`config.mk`:
```
export PLATFORM = sky130hd
export DESIGN_NAME = ext_irq_sense
export DESIGN_NICKNAME = d
export VERILOG_FILES = /design/src/hw/ext_irq_pkg.sv /design/src/hw/ext_irq_sense.sv
export SDC_FILE = /design/constraint.sdc
export NUM_CORES = 1
export LEC_CHECK = 0
export BUFFER_PORTS_ARGS = -buffer_cell sky130_fd_sc_hd__buf_2
export CORE_MARGIN = 1.5
export CORE_UTILIZATION = 30
export CTS_BUF_LIST = sky130_fd_sc_hd__clkbuf_4
export CTS_CLUSTER_SIZE = 25
export DETAILED_ROUTE_END_ITERATION = 8
export MAX_ROUTING_LAYER = met4
export SLEW_MARGIN = 10
export SYNTH_ARGS = -nofsm -noshare
export SYNTH_HDL_FRONTEND = slang
export SYNTH_SLANG_ARGS = --single-unit
```
`constraint.sdc`:
```
create_clock -name i_ref_clk -period 1.7 [get_ports i_ref_clk]
set_input_delay 0.34 -clock i_ref_clk [delete_from_list [all_inputs] [get_ports i_ref_clk]]
set_output_delay 0.34 -clock i_ref_clk [all_outputs]
set_load 0.1 [all_outputs]
```
`src/hw/ext_irq_pkg.sv`:
```
package ext_irq_pkg;

	// byte addresses of the word-aligned registers
	localparam logic [3:0] OFS_CTRL_ZERO = 4'h0;
	localparam logic [3:0] OFS_CTRL_ONE  = 4'h4;
	localparam logic [3:0] OFS_EXT_FLAGS = 4'h8;
	localparam logic [3:0] OFS_DMA_FLAGS = 4'hC;

	localparam int BIT_NMI_LEVEL = 15;
	localparam int BIT_NMI_EDGE  = 8;

	localparam int NUM_PINS = 6;
	localparam int NUM_DMA  = 4;
	localparam int NUM_SYNC = NUM_PINS + 1;

	localparam logic       RST_NMI_EDGE = 1'h0;
	localparam logic [5:0] RST_FLAGS    = 6'h00;
	localparam logic [3:0] ENC_NONE     = 4'hF;

	typedef enum logic [1:0] {
		SENSE_FALL = 2'b00,
		SENSE_RISE = 2'b01,
		SENSE_LOW  = 2'b10,
		SENSE_RSVD = 2'b11
	} sense_t;

	typedef struct packed {
		logic            mask_all_on_low;
		logic            encoded_level_mode;
		logic            block_bit_nonmaskable_gate;
		logic            rsvd12;
		logic [5:0][1:0] pin_sense;
	} ctrl_one_t;

	localparam ctrl_one_t RST_CTRL_ONE = 16'h4000;

endpackage : ext_irq_pkg

```
`src/hw/ext_irq_sense.sv`:
```
// Function
// ctrl zero bit 15 reads nonmaskable pin level
// reserved bits read back as zero
// ctrl zero bit 8 picks nonmaskable edge
// mask-all masks requests while nonmaskable pin low
// mask-all also masks nonmaskable during standby
// bit 14 selects independent or encoded pins
// bit 13 gates nonmaskable by block bit
// two-bit sense: fall, rise, low, reserved
// sense fields at bits 11:0, reset zero
// request flags for pins 5..0, reset zero
// software reads then writes zero to clear
// flags accept only writes of zero
// edge mode latches flag until cleared
// level mode flag follows the pin
// dma end flags at bits 3..0, read-only
// dma register bits 7..4 read zero
// dma register bit 0 is channel 0
// ctrl zero resets to zero, pin bit aside
// detection runs on the peripheral clock
// pins pass two-stage synchroniser first
// encoded mode never sets flags 3..0
//
// The placing of the registers and the Avalon-MM interface to the registers are this design's own decisions.
`timescale 1ns/100ps
`default_nettype none
module ext_irq_sense (
	input  wire logic        i_ref_clk,
	input  wire logic        i_arst_n,
	input  wire logic [3:0]  i_avs_address,
	input  wire logic        i_avs_read,
	input  wire logic        i_avs_write,
	input  wire logic [31:0] i_avs_writedata,
	input  wire logic [3:0]  i_avs_byteenable,
	output logic [31:0]      o_avs_readdata,
	output logic             o_avs_waitrequest,
	input  wire logic        i_nmi_pin,
	input  wire logic [5:0]  i_req_pin,
	input  wire logic        i_standby,
	input  wire logic        i_block_bit,
	input  wire logic [3:0]  i_dma_end,
	output logic [5:0]       o_ext_request,
	output logic [3:0]       o_encoded_request_bus,
	output logic             o_nmi_request,
	output logic             o_mask_all_active
);

	// synchroniser: bit 6 is the nonmaskable pin
	logic [6:0] sync1_r, sync1_nxt;
	logic [6:0] sync2_r, sync2_nxt;
	logic [6:0] prev_r, prev_nxt;

	always_comb begin
		sync1_nxt = {i_nmi_pin, i_req_pin};
		sync2_nxt = sync1_r;
		prev_nxt  = sync2_r;
	end

	always_ff @(posedge i_ref_clk or negedge i_arst_n) begin
		if (!i_arst_n) begin
			sync1_r <= 7'h00;
			sync2_r <= 7'h00;
			prev_r  <= 7'h00;
		end else begin
			sync1_r <= sync1_nxt;
			sync2_r <= sync2_nxt;
			prev_r  <= prev_nxt;
		end
	end

	logic       nmi_lvl;
	logic [5:0] pin_lvl;
	logic [5:0] pin_prev;
	assign nmi_lvl  = sync2_r[ext_irq_pkg::NUM_PINS];
	assign pin_lvl  = sync2_r[5:0];
	assign pin_prev = prev_r[5:0];

	// registers and bus answer
	logic                   nmi_edge_r, nmi_edge_nxt;
	ext_irq_pkg::ctrl_one_t ctrl1_r, ctrl1_nxt;
	logic [5:0]             flag_r, flag_nxt;
	logic                   ack_r, ack_nxt;
	logic [31:0]            rdata_r, rdata_nxt;
	logic                   nmi_req_r, nmi_req_nxt;
	logic [3:0]             enc_r, enc_nxt;

	logic       bus_req;
	logic       wr_take;
	logic       mask_low;
	logic [5:0] set_vec;
	logic [5:0] level_vec;
	logic [5:0] clr_vec;
	logic       nmi_hit;
	logic       nmi_blocked;

	assign bus_req           = i_avs_read | i_avs_write;
	// one wait cycle per access; the write lands when waitrequest is low
	assign o_avs_waitrequest = bus_req & ~ack_r;
	assign wr_take           = i_avs_write & ack_r;
	assign mask_low = ctrl1_r.mask_all_on_low & ~nmi_lvl;

	always_comb begin
		set_vec   = 6'h00;
		level_vec = 6'h00;
		for (int i = 0; i < ext_irq_pkg::NUM_PINS; i++) begin
			unique case (ext_irq_pkg::sense_t'(ctrl1_r.pin_sense[i]))
				ext_irq_pkg::SENSE_FALL: begin
					set_vec[i] = pin_prev[i] & ~pin_lvl[i];
				end
				ext_irq_pkg::SENSE_RISE: begin
					set_vec[i] = ~pin_prev[i] & pin_lvl[i];
				end
				ext_irq_pkg::SENSE_LOW: begin
					level_vec[i] = 1'b1;
					set_vec[i]   = ~pin_lvl[i];
				end
				default: begin
					// prohibited code: the pin raises nothing
					set_vec[i] = 1'b0;
				end
			endcase
		end
		if (ctrl1_r.encoded_level_mode) begin
			// pins 3..0 carry a level code, not requests
			set_vec[3:0] = 4'h0;
		end
	end

	always_comb begin
		clr_vec = 6'h00;
		if (wr_take && i_avs_address == ext_irq_pkg::OFS_EXT_FLAGS &&
		    i_avs_byteenable[0]) begin
			clr_vec = ~i_avs_writedata[5:0];
		end
		// an edge in the clearing cycle wins over the clear
		flag_nxt = set_vec | (flag_r & ~clr_vec & ~level_vec);
	end

	always_comb begin
		nmi_hit = 1'b0;
		if (nmi_edge_r) begin
			nmi_hit = ~prev_r[6] & nmi_lvl;
		end else begin
			nmi_hit = prev_r[6] & ~nmi_lvl;
		end
		nmi_blocked = (i_block_bit & ~ctrl1_r.block_bit_nonmaskable_gate)
		            | (ctrl1_r.mask_all_on_low & i_standby);
		nmi_req_nxt = nmi_hit & ~nmi_blocked;
		enc_nxt     = ext_irq_pkg::ENC_NONE;
		if (ctrl1_r.encoded_level_mode && !mask_low) begin
			enc_nxt = pin_lvl[3:0];
		end
	end

	always_comb begin
		nmi_edge_nxt = nmi_edge_r;
		ctrl1_nxt    = ctrl1_r;
		ack_nxt      = bus_req & ~ack_r;
		rdata_nxt    = rdata_r;
		if (wr_take && i_avs_address == ext_irq_pkg::OFS_CTRL_ZERO &&
		    i_avs_byteenable[1]) begin
			nmi_edge_nxt = i_avs_writedata[ext_irq_pkg::BIT_NMI_EDGE];
		end
		if (wr_take && i_avs_address == ext_irq_pkg::OFS_CTRL_ONE) begin
			if (i_avs_byteenable[0]) begin
				ctrl1_nxt[7:0] = i_avs_writedata[7:0];
			end
			if (i_avs_byteenable[1]) begin
				ctrl1_nxt[15:8] = i_avs_writedata[15:8];
			end
			ctrl1_nxt.rsvd12 = 1'b0;
		end
		if (i_avs_read && !ack_r) begin
			rdata_nxt = 32'h0000_0000;
			unique case (i_avs_address)
				ext_irq_pkg::OFS_CTRL_ZERO: begin
					rdata_nxt[ext_irq_pkg::BIT_NMI_LEVEL] = nmi_lvl;
					rdata_nxt[ext_irq_pkg::BIT_NMI_EDGE]  = nmi_edge_r;
				end
				ext_irq_pkg::OFS_CTRL_ONE: begin
					rdata_nxt[15:0] = ctrl1_r;
				end
				ext_irq_pkg::OFS_EXT_FLAGS: begin
					rdata_nxt[5:0] = flag_r;
				end
				ext_irq_pkg::OFS_DMA_FLAGS: begin
					rdata_nxt[3:0] = i_dma_end;
				end
				default: begin
					rdata_nxt = 32'h0000_0000;
				end
			endcase
		end
	end

	always_ff @(posedge i_ref_clk or negedge i_arst_n) begin
		if (!i_arst_n) begin
			nmi_edge_r <= ext_irq_pkg::RST_NMI_EDGE;
			ctrl1_r    <= ext_irq_pkg::RST_CTRL_ONE;
			flag_r     <= ext_irq_pkg::RST_FLAGS;
			ack_r      <= 1'b0;
			rdata_r    <= 32'h0000_0000;
			nmi_req_r  <= 1'b0;
			enc_r      <= ext_irq_pkg::ENC_NONE;
		end else begin
			nmi_edge_r <= nmi_edge_nxt;
			ctrl1_r    <= ctrl1_nxt;
			flag_r     <= flag_nxt;
			ack_r      <= ack_nxt;
			rdata_r    <= rdata_nxt;
			nmi_req_r  <= nmi_req_nxt;
			enc_r      <= enc_nxt;
		end
	end

	assign o_avs_readdata        = rdata_r;
	assign o_ext_request         = flag_r & {6{~mask_low}};
	assign o_encoded_request_bus = enc_r;
	assign o_nmi_request         = nmi_req_r;
	assign o_mask_all_active     = mask_low;

	a_nmi_level_read: assert property (@(posedge i_ref_clk)
		disable iff (!i_arst_n)
		(i_avs_read && !ack_r && i_avs_address == ext_irq_pkg::OFS_CTRL_ZERO)
		|=> o_avs_readdata[15] == $past(nmi_lvl))
		else $error("pin level bit wrong");

	a_rsvd_reads_zero: assert property (@(posedge i_ref_clk)
		disable iff (!i_arst_n)
		(i_avs_read && !ack_r && i_avs_address == ext_irq_pkg::OFS_CTRL_ZERO)
		|=> (o_avs_readdata[14:9] == 6'h00 && o_avs_readdata[7:0] == 8'h00))
		else $error("reserved bits not zero");

	a_dma_upper_zero: assert property (@(posedge i_ref_clk)
		disable iff (!i_arst_n)
		(i_avs_read && !ack_r && i_avs_address == ext_irq_pkg::OFS_DMA_FLAGS)
		|=> o_avs_readdata[7:0] == {4'h0, $past(i_dma_end)})
		else $error("dma flags read wrong");

	a_mask_all_low: assert property (@(posedge i_ref_clk)
		disable iff (!i_arst_n)
		(ctrl1_r.mask_all_on_low && !nmi_lvl) |-> o_ext_request == 6'h00)
		else $error("requests pass while masked");

	a_nmi_gate: assert property (@(posedge i_ref_clk)
		disable iff (!i_arst_n)
		o_nmi_request |-> !$past(i_block_bit &&
			!ctrl1_r.block_bit_nonmaskable_gate) && $past(nmi_hit))
		else $error("nonmaskable passed block");

	a_nmi_standby: assert property (@(posedge i_ref_clk)
		disable iff (!i_arst_n)
		(ctrl1_r.mask_all_on_low && i_standby) |=> !o_nmi_request)
		else $error("nonmaskable passed standby");

	a_no_sw_set: assert property (@(posedge i_ref_clk)
		disable iff (!i_arst_n)
		1'b1 |=> (flag_r & ~$past(flag_r) & ~$past(set_vec)) == 6'h00)
		else $error("flag set without event");

	a_edge_latch: assert property (@(posedge i_ref_clk)
		disable iff (!i_arst_n)
		(ctrl1_r.pin_sense[5] == 2'b00 && pin_prev[5] && !pin_lvl[5])
		##1 (!wr_take [*2]) |-> flag_r[5] && $past(flag_r[5]))
		else $error("edge flag not latched");

	a_level_follow: assert property (@(posedge i_ref_clk)
		disable iff (!i_arst_n)
		ctrl1_r.pin_sense[4] == 2'b10 |=> flag_r[4] == !$past(pin_lvl[4]))
		else $error("level flag not following");

	a_encoded_quiet: assert property (@(posedge i_ref_clk)
		disable iff (!i_arst_n)
		(ctrl1_r.encoded_level_mode && flag_r[3:0] == 4'h0)
		|=> flag_r[3:0] == 4'h0)
		else $error("encoded pins set flags");

	a_bus_one_wait: assert property (@(posedge i_ref_clk) // one wait cycle per access
		disable iff (!i_arst_n)
		(bus_req && o_avs_waitrequest) |=> !o_avs_waitrequest)
		else $error("bus answer late");

	a_flag_clear_zero: assert property (@(posedge i_ref_clk)
		disable iff (!i_arst_n)
		(wr_take && i_avs_address == ext_irq_pkg::OFS_EXT_FLAGS &&
		 i_avs_byteenable[0] && !i_avs_writedata[5] && !set_vec[5])
		|=> !flag_r[5])
		else $error("flag not cleared by zero");

	a_enc_masked: assert property (@(posedge i_ref_clk)
		disable iff (!i_arst_n)
		mask_low |=> o_encoded_request_bus == ext_irq_pkg::ENC_NONE)
		else $error("encoded bus passes while masked");

	a_ctrl_one_rsvd: assert property (@(posedge i_ref_clk)
		disable iff (!i_arst_n)
		(i_avs_read && !ack_r && i_avs_address == ext_irq_pkg::OFS_CTRL_ONE)
		|=> (o_avs_readdata[12] == 1'b0 &&
		     o_avs_readdata[31:16] == 16'h0000))
		else $error("control one reserved bits set");

	a_dma_chan_zero: assert property (@(posedge i_ref_clk)
		disable iff (!i_arst_n)
		(i_avs_read && !ack_r && i_avs_address == ext_irq_pkg::OFS_DMA_FLAGS)
		|=> o_avs_readdata[0] == $past(i_dma_end[0]))
		else $error("dma channel zero flag wrong");

	// an edge-select write can legally turn one pin swing into two pulses
	a_nmi_one_cycle: assert property (@(posedge i_ref_clk)
		disable iff (!i_arst_n)
		(o_nmi_request && $stable(nmi_edge_r)) |=> !o_nmi_request)
		else $error("nonmaskable pulse too long");

endmodule : ext_irq_sense
`default_nettype wire

```
==> results of run 1 <==
cell usage in the layout (no fill, tap or decap), types with 2 or more instances in the layout:
| cell type | instances |
|---|---|
| a222oi_1 | 3 |
| a22oi_1 | 4 |
| a32oi_1 | 2 |
| and2_4 | 6 |
| buf_12 | 9 |
| buf_2 | 53 |
| buf_4 | 20 |
| bufinv_16 | 3 |
| clkbuf_4 | 9 |
| clkinv_4 | 2 |
| conb_1 | 17 |
| dfrtp_1 | 59 |
| dfstp_2 | 5 |
| dlygate4sd3_1 | 7 |
| inv_1 | 6 |
| mux2_2 | 18 |
| nand2_1 | 29 |
| nand2b_1 | 3 |
| nor2_1 | 8 |
| nor2b_1 | 3 |
| nor3_1 | 4 |
| o21ai_0 | 21 |
| o21bai_1 | 3 |
| o22ai_1 | 4 |
| o311ai_1 | 2 |
| o311ai_2 | 2 |
| o32a_1 | 3 |
| or2_2 | 4 |
registers in the layout (all words and copies together) (netlist names):
| signal | count |
|---|---|
| ctrl1_r | 15 |
| o_avs_readdata | 15 |
| sync1_r | 7 |
| prev_r | 7 |
| prev_nxt | 7 |
| ack_r | 1 |
| o_nmi_request | 1 |
| o_encoded_request_bus | 4 |
| flag_r | 6 |
| nmi_edge_r | 1 |
kinds of logic after synthesis:
kind of cell	count (synthesis)	share of synthesized area (%)
other	1	0.1395
muxes	19	7.911
buffers and inverters	32	7.212
DFF	64	59.80
AOI/OAI and AO/OA	44	11.54
and+or+nand+nor	70	13.40
critical path, stage by stage, from the launching register on:
cell and delay (ps):
dfrtp_1 430, nand2b_4 140, and2_4 190, buf_12 170
cell usage after synthesis, types with 4 or more instances:
| library cell | n | area [sq um] |
|---|---|---|
| o22ai_1 | 4 | 25.02 |
| a22oi_1 | 4 | 30.03 |
| nand2b_1 | 4 | 25.02 |
| or2_2 | 4 | 25.02 |
| buf_2 | 5 | 25.02 |
| dfrtp_1 | 59 | 1476 |
| dfstp_2 | 5 | 131.4 |
| and2_1 | 7 | 43.79 |
| inv_1 | 6 | 22.52 |
| buf_4 | 18 | 135.1 |
| nor2_1 | 9 | 33.78 |
| nor3_1 | 4 | 20.02 |
| nand2_1 | 29 | 108.9 |
| o21ai_0 | 21 | 105.1 |
| mux2_2 | 18 | 202.7 |
where the power goes:
part           leakage (nW)  internal, W  total [W]  switching [W]
Combinational         0.787     0.000539    0.00159        0.00105
Sequential            0.794      0.00168    0.00182       0.000139
Clock                0.0961     0.000746    0.00132       0.000570
per-stage QoR:
stage	total power [W]	hold WS [ps]	cell area, sq um
4_1_cts	0.004775	4.907	3561
6_report	0.004728	47.42	3591
3_3_place_gp	0.003349	331.4	3286
3_5_place_dp	0.003364	336.3	3286
2_1_floorplan	0.002878	44.41	2751
5_1_grt	0.004947	21.43	3591
timing repair:
item | CTS | global route
pin swaps | 0 | 5
hold buffers | 4 | 3
resized for setup | 12 | 0
setup endpoints to repair | 11 | 6
endpoints found under the hold margin | 62 | 3
buffers inserted | 2 | 0
worst paths after layout:
| check | slack [ps] | start | endpoint | depth (start not counted) |
|---|---|---|---|---|
| worst max register to register | 330 | ack_r | o_avs_readdata[3] | 3 |
| max in group asynchronous | 910 | i_arst_n | ctrl1_r[14] | 3 |
| worst max-delay path | 10 | ctrl1_r[15] | o_ext_request[2] | 3 |
| min in group asynchronous | 450 | i_arst_n | sync1_r[3] | 3 |
| worst min-delay path | 50 | i_nmi_pin | sync1_r[6] | 1 |
| worst min register to register | 360 | sync1_r[6] | prev_nxt[6] | 0 |
per-layer routing:
metal	vias to the layer above	global-route usage, %	wire (um)
li1	957	-	-
met4	0	5.495	98
met5	-	-	0
met1	934	18.11	2837
met3	10	4.173	311
met2	62	20.03	2747
cell type report:
cell class,instances,area (sq um)
Clock buffer,9,67.56
Clock inverter,7,120.1
Fill cell,848,5130
Inverter,6,22.52
Multi-Input combinational cell,150,972.2
Sequential cell,64,1608
Tap cell,108,135.1
Timing Repair Buffer,89,665.6
==> results.json, run 1 <==
{
  "critPathMaxFanout": 8,
  "ys_ff_latch": 64,
  "antenna_cells": 0,
  "dpl_worst_slack_ps": -80.61,
  "numCtsBuffers": 9,
  "core-area_sq_um": 8721,
  "drv_cap": 0,
  "endpoint_kind": "output port",
  "start_kind": "register",
  "ant_nets": 0,
  "overflow": 0,
  "cts_sinks": 64,
  "status": "finished, final reports clean",
  "period_minus_slack_ps": 1686,
  "cts_tree": "done",
  "grt_usage_pct": 13.81,
  "grt_pass1_wl_mm": 9.791,
  "worstPathRequired_ps": 1360,
  "die_w_um": 97.67,
  "routedWlPerCell_um": 13.85,
  "path_class": "register to output port",
  "place.port_buffers": 65,
  "seq_area_frac_synth_pct": 59.80,
  "grt_max_degree": 65,
  "drive_gt1_share_pct": 41.85,
  "rsz0062_at_grt": "yes",
  "synth_cell_type_count": 35,
  "clockBufferDepth": 2,
  "routed_wl_mm": 5.995,
  "die_h_um": 97.67,
  "timing.final.crit_share_pct": 99.16,
  "place_hpwl_mm": 4.337,
  "clk_latency_ps": 410,
  "dr.pass1.iters": 4,
  "layout.nets": 377,
  "syn_area_per_cell_sq_um": 11.69,
  "power_density_nw_per_um2": 1317,
  "gp_congestion": 0.7533,
  "viasPerCell": 4.533,
  "grt_pass1_vias": 1937,
  "cp.arrival_ps": 1350,
  "fin_util_pct": 41.18,
  "syn_inst": 230,
  "fin_worst_skew_ps": 19.37,
  "drtIter0Drc": 114,
  "ir_worst_vdd_mv": 0.5765,
  "drc": 0,
  "hp-class": "input port to register",
  "antenna_found_initial": 0,
  "row_count": 34,
  "syn2layout_area_growth_pct": 33.55,
  "place_inst": 408,
  "clk_pin_slew_ps": 120,
  "yosys_warnings": 0,
  "start_util_pct": 30.83,
  "worst_slack_ps": 14.29,
  "tns_ps": 0,
  "cts_max_level": 3,
  "synthArstFlopShare_pct": 100.0,
  "dieArea_sq_um": 9539,
  "clock.fmax_mhz": 593.2,
  "synth_edf_count": 0,
  "io-pin-count": 102,
  "drv_slew": 0,
  "hold_viol_final": 0,
  "instances_no_fill": 433,
  "synthesis.area_sq_um": 2689,
  "cts_root_buffer": "clkbuf_4",
  "synthFlopType": "dfrtp_1",
  "vias": 1963,
  "setup_violations": 0,
  "p_leak_nw": 1.677
}
No activity file was read; power rests on OpenSTA's default activity.
==> inputs of run 2 (changes only) <==
MAX_ROUTING_LAYER = default   (was met4)
clock period = 2 ns   (was 1.7 ns; I/O delays follow)
==> results.json, run 2 (synthesis results as in run 1) <==
{
  "status": "finished, final reports clean",
  "drv_cap": 0,
  "core-area_sq_um": 8721,
  "power_density_nw_per_um2": 1077,
  "cts_max_level": 3,
  "hp-class": "input port to register",
  "die_h_um": 97.67,
  "worstPathRequired_ps": 1600,
  "row_count": 34,
  "combPwrFrac_pct": 34.6,
  "ant_nets": 0,
  "io-pin-count": 102,
  "instances_no_fill": 421,
  "ir_worst_vdd_mv": 0.4440,
  "rsz0062_at_grt": "no",
  "place_inst": 404,
  "cts_root_buffer": "clkbuf_4",
  "switching_power_w": 0.001452,
  "die_w_um": 97.67,
  "syn2layout_area_growth_pct": 25.36,
  "r2r_slack_ps": 620,
  "worst_r2r_path_depth": 3,
  "whs_path_depth": 1,
  "start_util_pct": 30.83,
  "clk_latency_ps": 400,
  "drc": 0,
  "p_leak_nw": 1.558,
  "drive_gt1_share_pct": 38.66,
  "cp.arrival_ps": 1500,
  "r2r-end": "o_avs_readdata[1]",
  "grt_usage_pct": 12.95,
  "clockBufferDepth": 2,
  "setup_violations": 0,
  "antenna_found_initial": 1,
  "cts_tree": "done",
  "dieArea_sq_um": 9539,
  "clk_pin_slew_ps": 110,
  "endpoint_kind": "output port",
  "place_hpwl_mm": 4.263,
  "dpl_worst_slack_ps": 164.2,
  "timing.final.crit_share_pct": 94.83,
  "fin_worst_skew_ps": 22.02,
  "critPathMaxFanout": 8,
  "drv_slew": 0,
  "layout_commonest_cell": "dfrtp_1",
  "gp_congestion": 0.7687,
  "viasPerCell": 4.551,
  "antenna_cells": 0,
  "numCtsBuffers": 9,
  "grt_pass1_wl_mm": 9.487,
  "swShare_pct": 39.99,
  "seqPwrFrac_pct": 42.7,
  "grt_pass1_vias": 1906,
  "vias": 1916,
  "r2r-start": "ack_r",
  "period_minus_slack_ps": 1897,
  "final.fill_count": 888,
  "hold_viol_final": 0,
  "routedWlPerCell_um": 13.66,
  "routed_wl_mm": 5.752,
  "tns_ps": 0,
  "post_cts_buffers": 0,
  "drtIter0Drc": 112,
  "dr.pass1.iters": 4,
  "layout.nets": 365,
  "internal-power_w": 0.002179,
  "layout_common_cells": "dfrtp_1, buf_2, nand2_1",
  "grt_max_degree": 65,
  "worst_slack_ps": 103.4,
  "place.port_buffers": 65,
  "path_class": "register to output port",
  "min_to": "sync1_r[1]",
  "start_kind": "register",
  "min_from": "i_req_pin[1]",
  "clkPwrFrac_pct": 22.7,
  "overflow": 0,
  "cts_sinks": 64,
  "clock.fmax_mhz": 527.3
}
run 2: repair_timing:
action,CTS,global route
setup endpoints to repair,1,6
endpoints found under the hold margin,34,0
hold buffers,1,0
resized for setup,1,1
run 2: stage by stage:
step	area [sq um]	hold WS [ps]	utilization, %	power [W]
3_5_place_dp	3226	334.7	36.99	0.002835
3_3_place_gp	3226	331.7	36.99	0.002821
2_1_floorplan	2751	104.4	-	0.002446
5_1_grt	3371	50.59	38.65	0.003812
4_1_cts	3368	70.29	38.62	0.003669
6_report	3371	93.34	38.65	0.003630
run 2: worst max-delay path by stage:
stage	start	end	cells after the start
6_report	prev_nxt[6]	o_ext_request[2]	3
5_1_grt	prev_nxt[6]	o_ext_request[2]	3
4_1_cts	prev_nxt[6]	o_ext_request[2]	3
3_5_place_dp	i_avs_address[1]	ctrl1_r[15]	6
3_3_place_gp	i_avs_address[1]	flag_r[4]	4
2_1_floorplan	prev_nxt[6]	o_ext_request[0]	2
run 2: layout make-up:
class / count / area [sq um] / share of cell area [%]
repair buffers: 77 / 523.0 / 15.52
inverters: 6 / 22.52 / 0.6682
multi-input cells: 150 / 952.2 / 28.25
clock buffers: 9 / 67.56 / 2.004
flip-flops and latches: 64 / 1608 / 47.70
clock inverters: 7 / 62.56 / 1.856
well taps: 108 / 135.1 / 4.009
run 2: power by group through the flow:
stage | sequential [W] | combinational, W | clock (W)
floorplan | 0.00166 | 0.000785 | 0
global placement | 0.00157 | 0.00125 | 0
detailed placement | 0.00157 | 0.00126 | 0
CTS | 0.00155 | 0.00126 | 0.000854
global route | 0.00157 | 0.00131 | 0.000932
finish | 0.00155 | 0.00126 | 0.000824
run 2: metal layers:
layer  vias to the layer above  global-route usage [%]  part of all wire, %
met4                         0                   5.714                  1.5
met2                        59                   19.12                   46
li1                        929                       -                    -
met3                         7                   4.964                  4.9
met1                       921                   16.83                   47
met5                         -                       0                    0
run 2: worst max-delay path, stage by stage (launching register included):
cell	delay (ps)
dfrtp_1	430
nand2b_2	270
and2_1	240
buf_12	180
==> inputs of run 3 (changes only) <==
CAP_MARGIN = 5   (was default)
CORE_UTILIZATION = 50   (was 30)
PLACE_DENSITY = 0.81   (was default)
==> results.json, run 3 (synthesis results as in run 1) <==
{
  "status": "finished, final reports clean",
  "drc": 0,
  "rsz0062_at_grt": "no",
  "grt_pass1_vias": 1948,
  "antenna_cells": 0,
  "critPathMaxFanout": 8,
  "combPwrFrac_pct": 30.3,
  "dpl_worst_slack_ps": 118.1,
  "cts_sinks": 64,
  "overflow": 0,
  "place.port_buffers": 65,
  "layout_commonest_cell": "dfrtp_1",
  "clock.fmax_mhz": 524.7,
  "drv_slew": 0,
  "clkPwrFrac_pct": 27.0,
  "internal-power_w": 0.002232,
  "cts_max_level": 3,
  "clk_latency_ps": 390,
  "clk_pin_slew_ps": 100,
  "ant_nets": 0,
  "setup_violations": 0,
  "whs_path_depth": 1,
  "start_util_pct": 52.31,
  "tns_ps": 0,
  "place_hpwl_mm": 3.910,
  "switching_power_w": 0.001401,
  "grt_usage_pct": 19.99,
  "io-pin-count": 102,
  "die_w_um": 76.33,
  "cts_tree": "done",
  "final.fill_count": 431,
  "layout_common_cells": "dfrtp_1, buf_2, nand2_1",
  "path_class": "register to output port",
  "drv_cap": 0,
  "dr.pass1.iters": 4,
  "hold_viol_final": 0,
  "drive_gt1_share_pct": 39.03,
  "post_dp_cell_area_sq_um": 3065,
  "gp_congestion": 0.8636,
  "routed_wl_mm": 5.392,
  "timing.final.crit_share_pct": 95.30,
  "row_count": 26,
  "ir_worst_vdd_mv": 0.5788,
  "worst_r2r_path_depth": 3,
  "r2r-start": "ack_r",
  "seqPwrFrac_pct": 42.7,
  "min_from": "i_req_pin[3]",
  "syn2layout_area_growth_pct": 21.08,
  "worst_slack_ps": 94.04,
  "power_density_nw_per_um2": 1116,
  "endpoint_kind": "output port",
  "worstPathRequired_ps": 1600,
  "routedWlPerCell_um": 14.19,
  "numCtsBuffers": 9,
  "swShare_pct": 38.56,
  "die_h_um": 76.33,
  "stdcell_area_sq_um": 3256,
  "hp-class": "input port to register",
  "drtIter0Drc": 189,
  "viasPerCell": 5.097,
  "clockBufferDepth": 2,
  "cts_root_buffer": "clkbuf_4",
  "layout.nets": 362,
  "vias": 1937,
  "grt_max_degree": 65,
  "antenna_found_initial": 0,
  "post_cts_buffers": 0,
  "start_kind": "register",
  "p_leak_nw": 1.533,
  "crit_start": "prev_nxt[6]",
  "cp.arrival_ps": 1510,
  "period_minus_slack_ps": 1906,
  "fin_worst_skew_ps": 15.70,
  "dieArea_sq_um": 5826,
  "core-area_sq_um": 5140,
  "power_w": 0.003633,
  "grt_pass1_wl_mm": 8.949
}
run 3: area by class of cell:
cell class | instances | area, sq um | share of cell area (%)
clock buffers | 12 | 90.09 | 2.767
inverters | 6 | 22.52 | 0.6918
repair buffers | 74 | 425.4 | 13.07
multi-input cells | 150 | 952.2 | 29.25
clock inverters | 4 | 70.07 | 2.152
flip-flops and latches | 64 | 1608 | 49.39
well taps | 70 | 87.58 | 2.690
run 3: repair_timing:
| action | CTS | global route |
|---|---|---|
| setup endpoints to repair | 7 | 0 |
| hold buffers | 1 | 0 |
| resized for setup | 8 | 0 |
| endpoints found under the hold margin | 8 | 0 |
run 3: per-stage QoR:
step | instances | utilization, % | hold slack [ps]
CTS | 380 | 63.34 | 88.30
global placement | 363 | 59.64 | 331.5
global route | 380 | 63.34 | 81.80
detailed placement | 363 | 59.64 | 334.7
floorplan | 246 | - | 104.4
finish | 380 | 63.34 | 109.2
run 3: final timing paths:
| kind | end | slack (ps) |
|---|---|---|
| worst max-delay path | o_ext_request[3] | 90 |
| worst min-delay path | sync1_r[3] | 110 |
| worst max register to register | o_avs_readdata[3] | 630 |
| worst min register to register | prev_nxt[5] | 360 |
| max in group asynchronous | o_encoded_request_bus[1] | 1150 |
| min in group asynchronous | ack_r | 540 |
run 3: worst max-delay path, stage by stage (launching register included):
cell and delay [ps]:
dfrtp_1 440, nand2b_2 260, and2_1 190, buf_4 230
run 3: layer usage:
layer | up-vias | track usage [%] | part of all wire, %
met5 | - | 0 | 0
met4 | 0 | 12.04 | 2.5
met3 | 13 | 5.269 | 5.1
met2 | 71 | 31.25 | 49
met1 | 926 | 24.98 | 43
li1 | 927 | - | -
run 3: power groups by stage:
stage / registers (W) / clock network, W / logic, W
after detailed placement: 0.00157 / 0 / 0.00107
final: 0.00155 / 0.000980 / 0.00110
after global placement: 0.00157 / 0 / 0.00105
after CTS: 0.00155 / 0.00100 / 0.00111
after floorplan: 0.00166 / 0 / 0.000785
after global routing: 0.00157 / 0.00106 / 0.00115
